`config.mk`:
```
export PLATFORM = sky130hd
export DESIGN_NAME = port_pin_logic
export DESIGN_NICKNAME = d
export VERILOG_FILES = /design/src/port_pin_pkg.sv /design/src/port_pin_logic.sv
export SDC_FILE = /design/constraint.sdc
export NUM_CORES = 1
export LEC_CHECK = 0
export ABC_AREA = 1
export BUFFER_PORTS_ARGS = -buffer_cell sky130_fd_sc_hd__buf_2
export CORE_UTILIZATION = 30
export CTS_CLUSTER_SIZE = 25
export DETAILED_ROUTE_END_ITERATION = 8
export PLACE_DENSITY = 0.53
export SYNTH_ARGS = -nofsm -noshare
export SYNTH_HDL_FRONTEND = slang
export SYNTH_SLANG_ARGS = --single-unit
```
`constraint.sdc`:
```
create_clock -name clk -period 1.5 [get_ports clk]
set_input_delay 0.3 -clock clk [delete_from_list [all_inputs] [get_ports clk]]
set_output_delay 0.3 -clock clk [all_outputs]
set_load 0.1 [all_outputs]
```
`src/port_pin_pkg.sv`:
```
// Purpose: Shared constants and carrier types for the port pin logic.
// Assumes: 100 MHz core clock; eight-bit ports.
// Notes: Alternate-function bit positions and glitch filter timing live here.
`default_nettype none
package port_pin_pkg;
	// Port width and latch reset value.
	localparam int PORT_W = 8;
	localparam logic [7:0] LATCH_RESET = 8'hFF;
	// Clock period and glitch filter window.
	localparam int CLK_PERIOD_NS = 10;
	localparam int GLITCH_NS = 50;
	// Longest rejected pulse rounds down, then one more cycle to accept.
	localparam int GLITCH_CYCLES = (GLITCH_NS / CLK_PERIOD_NS) + 1;
	localparam int FILT_W = 4;
	// Alternate-function bit positions on the alternate-function port.
	localparam int AF_RXD = 0;
	localparam int AF_TXD = 1;
	localparam int AF_EXT_INTERRUPT_ZERO = 2;
	localparam int AF_EXT_INTERRUPT_ONE = 3;
	localparam int AF_T0 = 4;
	localparam int AF_T1 = 5;
	localparam int AF_WR = 6;
	localparam int AF_RD = 7;
	// Upper address port PWM bit positions.
	localparam int UP_PWM0 = 6;
	localparam int UP_PWM1 = 7;
	// Port select codes for core access.
	localparam logic ACC_UPPER = 1'b0;
	localparam logic ACC_ALT = 1'b1;

	// Core access to a port: write, latch-read or pin-read, bit ops.
	typedef struct packed {
		logic valid; // Access strobe.
		logic port; // Port select.
		logic rmw; // Read-modify-write: read the latch.
		logic bit_op; // Single-bit write.
		logic [2:0] bit_idx; // Addressed bit.
		logic bit_val; // Bit value for bit ops.
		logic write; // Write back.
		logic [7:0] wdata; // Byte written on byte writes.
	} port_access_s;

	// Per-pin drive: output value, strong drive enable, weak pull enable.
	typedef struct packed {
		logic [7:0] out;
		logic [7:0] oe;
		logic [7:0] weak_pu;
	} port_drive_s;

	// Serial pin drive for clock and data.
	typedef struct packed {
		logic [1:0] out;
		logic [1:0] oe;
		logic [1:0] weak_pu;
	} serial_drive_s;
endpackage : port_pin_pkg
`default_nettype wire
```
`src/port_pin_logic.sv`:
```
// Purpose: Pin logic for the upper address port, the alternate-function port and serial pins.
// Assumes: Single 100 MHz clock, asynchronous active-low reset, pins sampled by two flops.
// Notes: Pin outputs use open-drain-with-pull modelling; oe high means strongly driven.
`default_nettype none

module port_pin_logic
	import port_pin_pkg::*;
(
	input wire logic clk,
	input wire logic reset_n,
	input wire logic clk_en,
	// Core port access and returned read data.
	input wire port_access_s access,
	output logic [7:0] read_data,
	// External memory addressing.
	input wire logic ext_mem_drive, // External-memory drive select.
	input wire logic ext_data_24, // Access is to the 24-bit data space.
	input wire logic ext_addr_mid, // Middle byte phase of a 24-bit access.
	input wire logic [23:0] ext_addr,
	// Chip configuration register fields.
	input wire logic pwm_on_upper, // Route PWM to upper bits 6 and 7.
	input wire logic pwm_on_alt, // Route PWM to alternate bits 3 and 4.
	input wire logic [1:0] pwm_out, // PWM channel 0 and 1 levels.
	// Alternate-function outputs from peripherals (1 = release to latch).
	input wire logic uart_txd,
	input wire logic uart_rxd_out, // Data out in shift mode 0.
	input wire logic miso_out,
	input wire logic wr_strobe_n,
	input wire logic rd_strobe_n,
	// Alternate-function inputs to peripherals.
	output logic uart_rxd_in,
	output logic ext_interrupt_zero,
	output logic ext_interrupt_one,
	output logic timer_zero_input,
	output logic timer_one_input,
	output logic miso_in,
	// Serial pin control.
	input wire logic serial_periph_select, // 0 = I2C, 1 = SPI.
	input wire logic [1:0] spi_out, // SPI clock and data levels.
	input wire logic [1:0] spi_drive, // SPI strong drive request.
	input wire logic i2c_master, // I2C master mode.
	input wire logic [1:0] sw_serial_out, // Software pin levels.
	input wire logic [1:0] i2c_out, // I2C engine levels when not software driven.
	output logic [1:0] i2c_in, // Filtered clock and data to I2C logic.
	output logic [1:0] spi_in, // Synchronised clock and data to SPI logic.
	// Pins.
	input wire logic [7:0] upper_address_port_in,
	output port_drive_s upper_address_port_drv,
	input wire logic [7:0] alt_function_port_in,
	output port_drive_s alt_function_port_drv,
	input wire logic [1:0] serial_pin_in, // [0] serial_clock_pin, [1] serial_data_pin.
	output serial_drive_s serial_pin_drv
);

	// Port latches, one byte each.
	logic [7:0] upper_latch;
	logic [7:0] alt_latch;
	// Two-flop synchronisers for every pin.
	logic [7:0] upper_meta, upper_sync;
	logic [7:0] alt_meta, alt_sync;
	logic [1:0] ser_meta, ser_sync;
	// Glitch filter state per serial pin.
	logic [FILT_W-1:0] filt_cnt [2];
	logic [1:0] filt_val;
	// Combinational next values.
	logic [7:0] next_upper_pin, next_alt_pin;
	logic [7:0] next_upper_oe, next_alt_oe;
	logic [7:0] alt_func_level;
	logic [7:0] next_upper_latch, next_alt_latch;
	logic [7:0] src_byte;

	// Bit write helper: the whole byte is rewritten with one bit changed.
	function automatic logic [7:0] set_bit(input logic [7:0] b, input logic [2:0] i,
		input logic v);
		logic [7:0] r;
		r = b;
		r[i] = v;
		return r;
	endfunction : set_bit

	// Pins are asynchronous to the core, so two flops precede any use.
	// They reset to the pulled-up idle level so no false falling edge follows reset.
	always_ff @(posedge clk or negedge reset_n)
	begin
		if (!reset_n)
		begin
			upper_meta <= 8'hFF;
			upper_sync <= 8'hFF;
			alt_meta <= 8'hFF;
			alt_sync <= 8'hFF;
			ser_meta <= 2'h3;
			ser_sync <= 2'h3;
		end
		else if (clk_en)
		begin
			upper_meta <= upper_address_port_in;
			upper_sync <= upper_meta;
			alt_meta <= alt_function_port_in;
			alt_sync <= alt_meta;
			ser_meta <= serial_pin_in;
			ser_sync <= ser_meta;
		end
	end

	// Source byte and next latch values for core accesses.
	always_comb
	begin
		// Read-modify-write and bit ops start from the latch, not the pin.
		src_byte = (access.port == ACC_ALT) ? alt_latch : upper_latch;
		next_upper_latch = upper_latch;
		next_alt_latch = alt_latch;
		if (access.valid && access.write)
		begin
			if (access.port == ACC_ALT)
			begin
				next_alt_latch = access.bit_op ?
					set_bit(src_byte, access.bit_idx, access.bit_val) : access.wdata;
			end
			else
			begin
				next_upper_latch = access.bit_op ?
					set_bit(src_byte, access.bit_idx, access.bit_val) : access.wdata;
			end
		end
	end

	// Latches only change on core writes; memory mode never touches them.
	always_ff @(posedge clk or negedge reset_n)
	begin
		if (!reset_n)
		begin
			upper_latch <= LATCH_RESET;
			alt_latch <= LATCH_RESET;
		end
		else if (clk_en)
		begin
			upper_latch <= next_upper_latch;
			alt_latch <= next_alt_latch;
		end
	end

	// Read data: latch for read-modify-write and bit ops, synchronised pin otherwise.
	always_ff @(posedge clk or negedge reset_n)
	begin
		if (!reset_n)
		begin
			read_data <= 8'h00;
		end
		else if (clk_en && access.valid && !access.write)
		begin
			if (access.rmw || access.bit_op)
			begin
				read_data <= src_byte;
			end
			else
			begin
				read_data <= (access.port == ACC_ALT) ? alt_sync : upper_sync;
			end
		end
	end

	// Upper address port pin levels.
	always_comb
	begin
		if (ext_mem_drive)
		begin
			// Program fetch shows A15:8; 24-bit data access shows A23:16 then A15:8 in the middle byte phase.
			next_upper_pin = (ext_data_24 && !ext_addr_mid) ? ext_addr[23:16] : ext_addr[15:8];
			next_upper_oe = 8'hFF;
		end
		else
		begin
			// Latch one releases to the weak pull-up, zero drives low.
			next_upper_pin = upper_latch;
			next_upper_oe = ~upper_latch;
			if (pwm_on_upper)
			begin
				// PWM overrides the latch and drives push-pull.
				next_upper_pin[UP_PWM0] = pwm_out[0];
				next_upper_pin[UP_PWM1] = pwm_out[1];
				next_upper_oe[UP_PWM0] = 1'b1;
				next_upper_oe[UP_PWM1] = 1'b1;
			end
		end
	end

	// Alternate-function output levels; one means release, so idle bits sit high.
	always_comb
	begin
		alt_func_level = 8'hFF;
		alt_func_level[AF_RXD] = uart_rxd_out;
		alt_func_level[AF_TXD] = uart_txd;
		alt_func_level[AF_EXT_INTERRUPT_ONE] = miso_out;
		alt_func_level[AF_WR] = wr_strobe_n;
		alt_func_level[AF_RD] = rd_strobe_n;
		// The function only reaches the pin when the latch holds one.
		next_alt_pin = alt_latch & alt_func_level;
		next_alt_oe = ~next_alt_pin;
		if (pwm_on_alt)
		begin
			// PWM wins over any latch value on bits 3 and 4.
			next_alt_pin[AF_EXT_INTERRUPT_ONE] = pwm_out[1];
			next_alt_pin[AF_T0] = pwm_out[0];
			next_alt_oe[AF_EXT_INTERRUPT_ONE] = 1'b1;
			next_alt_oe[AF_T0] = 1'b1;
		end
	end

	// Port pin drivers are registered so every output comes from a flop.
	always_ff @(posedge clk or negedge reset_n)
	begin
		if (!reset_n)
		begin
			upper_address_port_drv <= '{out: 8'hFF, oe: 8'h00, weak_pu: 8'hFF};
			alt_function_port_drv <= '{out: 8'hFF, oe: 8'h00, weak_pu: 8'hFF};
		end
		else if (clk_en)
		begin
			upper_address_port_drv.out <= next_upper_pin;
			upper_address_port_drv.oe <= next_upper_oe;
			upper_address_port_drv.weak_pu <= 8'hFF;
			alt_function_port_drv.out <= next_alt_pin;
			alt_function_port_drv.oe <= next_alt_oe;
			alt_function_port_drv.weak_pu <= 8'hFF;
		end
	end

	// Alternate-function inputs to peripherals read the synchronised pins.
	always_ff @(posedge clk or negedge reset_n)
	begin
		if (!reset_n)
		begin
			uart_rxd_in <= 1'b1;
			ext_interrupt_zero <= 1'b1;
			ext_interrupt_one <= 1'b1;
			timer_zero_input <= 1'b1;
			timer_one_input <= 1'b1;
			miso_in <= 1'b1;
		end
		else if (clk_en)
		begin
			uart_rxd_in <= alt_sync[AF_RXD];
			ext_interrupt_zero <= alt_sync[AF_EXT_INTERRUPT_ZERO];
			ext_interrupt_one <= alt_sync[AF_EXT_INTERRUPT_ONE];
			timer_zero_input <= alt_sync[AF_T0];
			timer_one_input <= alt_sync[AF_T1];
			miso_in <= alt_sync[AF_EXT_INTERRUPT_ONE];
		end
	end

	// Glitch filter: a new level is accepted only after it has held past 50 ns.
	// The trade-off is a fixed added latency of the filter window on I2C edges.
	for (genvar g = 0; g < 2; g++)
	begin : gen_filter
		always_ff @(posedge clk or negedge reset_n)
		begin
			if (!reset_n)
			begin
				filt_cnt[g] <= '0;
				filt_val[g] <= 1'b1;
			end
			else if (clk_en)
			begin
				if (ser_sync[g] == filt_val[g])
				begin
					filt_cnt[g] <= '0;
				end
				else if (filt_cnt[g] == FILT_W'(GLITCH_CYCLES - 1))
				begin
					filt_val[g] <= ser_sync[g];
					filt_cnt[g] <= '0;
				end
				else
				begin
					filt_cnt[g] <= filt_cnt[g] + FILT_W'(1);
				end
			end
		end
	end

	// Serial pin drivers and conditioned inputs.
	always_ff @(posedge clk or negedge reset_n)
	begin
		if (!reset_n)
		begin
			serial_pin_drv <= '{out: 2'h3, oe: 2'h0, weak_pu: 2'h3};
			i2c_in <= 2'h3;
			spi_in <= 2'h3;
		end
		else if (clk_en)
		begin
			i2c_in <= filt_val;
			spi_in <= ser_sync;
			if (serial_periph_select)
			begin
				// SPI controls the strong pull-up: push-pull.
				serial_pin_drv.out <= spi_out;
				serial_pin_drv.oe <= spi_drive;
				serial_pin_drv.weak_pu <= 2'h0;
			end
			else
			begin
				// Only pull-downs drive; highs come from the weak pull-up.
				serial_pin_drv.weak_pu <= 2'h3;
				if (i2c_master)
				begin
					serial_pin_drv.out <= sw_serial_out;
					serial_pin_drv.oe <= ~sw_serial_out;
				end
				else
				begin
					serial_pin_drv.out <= i2c_out;
					serial_pin_drv.oe <= ~i2c_out;
				end
			end
		end
	end

endmodule : port_pin_logic
`default_nettype wire

```
==> run summary <==
final setup vio count = 4
WS Path Type = reg -> out
die area = 18800 sq um
Clock Root Buffer = clkbuf_16
RSZ-0062 raised after global routing = true
Comb pwr share = 0.284
share of power burned in registers = 0.348
hold depth = 3
Post-synth EDFFs = 0
register bit total from synthesis = 116
count leader, synth = nand2_1
DR vias/cell = 4.38
Syn-to-layout area delta = 38.7%
top cells by count, synth = nand2_1, dfstp_2, inv_1
Top FF cell, synth = dfstp_2
Syn Area/Cell = 8.27 sq um
slowest CP cell = dfstp_4
drt pass-1 iters = 4
WP buf/inv = 1
Num Clock Sinks = 116
Yosys top cell area share = 0.394
HP Class = in -> reg
PwrDens = 1560 nW/um^2
Final WS setup = -0.0406 ns
final hold slack = 0.0884 ns
DP Wirelength = 10.1 mm
fraction of layout cells with a size suffix above 1 = 0.333
switching share of power = 0.350
Critical R2R Launch = alt_latch[4]
largest area contributor in the synthesized netlist = dfstp_2
final wirelength = 13.6 mm
failing checks = setup timing
total grt overflow = 0
post-route cell area = 7590 sq um
ys async rst share = 1.00
RePlAce Congestion = 0.821
Sequential Area = 3010 sq um
min Tclk post-route = 1.54 ns
setup TNS = -0.144 ns
Die Y = 137 um
Critical Path Max Stage Delay = 0.65 ns
library cells used by synthesis = 28
Hold EP = upper_meta[3]
Critical Path Fanout Max = 3
status = complete, but fails checks
Die X = 137 um
reg2reg end = upper_latch[4]
initial antenna violation count = 0
post-detailed-route wirelength per cell = 13.0 um
Fillers = 1798
Int Pwr = 7690 uW
crit path launch type = flop
Clock transition at path regs = 0.06 ns
Cell Area, Synth = 5480 sq um
hold_sp = upper_address_port_in[3]
Core Box Area = 17900 sq um
vias in the first global route = 4361
sequential-to-total area share from yosys stat = 0.549
CTS tree = done
# Max-Cap Violations = 0
initial core utilization = 0.306
worst vdd ir = 0.866 mV
Post-DP Area = 6880 sq um
n_diodes = 0
IO Port Bufs = 131
CP Cell Sequence = buf_12
Worst Path Arrival = 1.24 ns
fin. max-slew vios = 0
nets = 891
P_leak = 0.00370 uW
Longest Clk Path Bufs = 2
area of the multi-input gates = 2040 sq um
Setup Skew = 0.00925 ns
Mapped Cells = 662
Pwr Total = 11800 uW
DRC = 0
initial DRC count = 302
CP required = 1.20 ns
first-pass GRT wire length = 22.0 mm
CTS Buf Count = 17
Ys Warns = 0
CP endpoint kind = output pin
Tot GR Track Use = 0.155
reg2reg setup slack = 0.27 ns
insertion delay to the later sink of the worst-skew pair = 0.41 ns
fmax = 649 MHz
Core Util, Final = 0.424
final hold vios = 0
fin crit share = 1.03
crit-path leading delay family = flip-flops
remaining antenna violation count = 0
# rows = 49
largest net degree at the start of global routing = 35
H-tree Lvls = 4
net switching power figure = 4140 uW
ranking of synthesized cells by area = dfstp_2, nand2_1, dfrtp_1
Worst Reg2Reg Path Length in Cells = 8
routed via count = 4590
clock network power share = 0.368
IO Pins = 156
==> state kept, by name (all words and copies together) (netlist names) <==
name                    flops
uart_rxd_in                 1
filt_val                    2
read_data                   8
alt_latch                   8
filt_cnt                    8
serial_pin_drv              5
alt_meta                    8
ext_interrupt_zero          1
ser_meta                    2
upper_meta                  8
upper_latch                 8
ser_sync                    2
miso_in                     1
i2c_in                      2
upper_sync                  8
timer_zero_input            1
timer_one_input             1
alt_function_port_drv      16
spi_in                      2
alt_sync                    8
upper_address_port_drv     16
==> stage by stage <==
stage                     cells  worst slack (ns)
after CTS                  1047           -0.0616
after floorplan             677            0.0839
after global placement     1014             0.203
final                      1047           -0.0406
after detailed placement   1014             0.191
after global routing       1047           -0.0797
==> power groups by stage <==
stage	logic [uW]	registers (uW)	clock network [uW]
2_1_floorplan	971	5470	0
5_1_grt	3570	4170	4600
3_5_place_dp	3320	4160	0
6_report	3360	4120	4350
4_1_cts	3380	4120	4460
3_3_place_gp	3300	4150	0
==> worst min-delay path: stages <==
cell	delay, ns
buf_2	0.09
nand2_1	0.05
nand2_1	0.05
==> cells in the final DEF (no fill, tap or decap), types with 2 or more instances in the layout <==
cell type / instances
a21o_1: 10
a21oi_1: 35
a31oi_1: 2
buf_12: 35
buf_2: 74
buf_4: 38
bufinv_16: 5
clkbuf_1: 5
clkbuf_16: 17
clkbuf_4: 6
clkinvlp_4: 3
conb_1: 16
dfrtp_1: 34
dfstp_2: 80
dfstp_4: 2
ha_1: 2
inv_1: 50
inv_2: 5
nand2_1: 261
nand3_1: 36
nand4_1: 4
nor2_1: 30
nor3_4: 2
o211ai_1: 4
o21a_1: 4
o21ai_0: 41
o22ai_1: 7
xnor2_1: 2
==> final cells by class <==
cell class | count | share of cell area
Sequential cell | 116 | 0.397
Multi-Input combinational cell | 461 | 0.269
Timing Repair Buffer | 154 | 0.186
Clock buffer | 23 | 0.0603
Tap cell | 229 | 0.0377
Inverter | 55 | 0.0272
Clock inverter | 9 | 0.0234
==> worst max path at each step <==
stage	from	endpoint	slack, ns	cells after the start
after floorplan	miso_in	miso_in	0.08	1
after global placement	clk_en	upper_latch[6]	0.20	6
after detailed placement	clk_en	upper_latch[7]	0.19	6
after CTS	miso_in	ext_interrupt_one	-0.06	1
final	miso_in	ext_interrupt_one	-0.04	1
after global routing	miso_in	miso_in	-0.08	1
==> cell families (layout without fill, tap and decap cells) <==
group | after synthesis | in the layout | share of synthesized area
other | 1 | 16 | 0.000685
flip-flops | 116 | 116 | 0.549
XOR/XNOR | 3 | 3 | 0.00480
adder cells (fa/ha/maj) | 2 | 2 | 0.00457
buffers and inverters | 100 | 241 | 0.0884
AND/OR/NAND/NOR | 337 | 337 | 0.248
AO/OA/AOI/OAI | 103 | 103 | 0.104
==> what timing repair did <==
action,CTS,global route
hold buffers,1,0
gates resized for setup,20,6
hold endpoints to repair,7,0
setup buffers,0,0
setup endpoints to repair,24,11
==> layer usage <==
layer,part of all wire,wire [um],GRT usage
met5,0,0,0
met4,0.011,148,0.0549
met3,0.052,709,0.0400
met2,0.45,6190,0.235
met1,0.48,6590,0.212
Power figures use the tool's default switching activity.
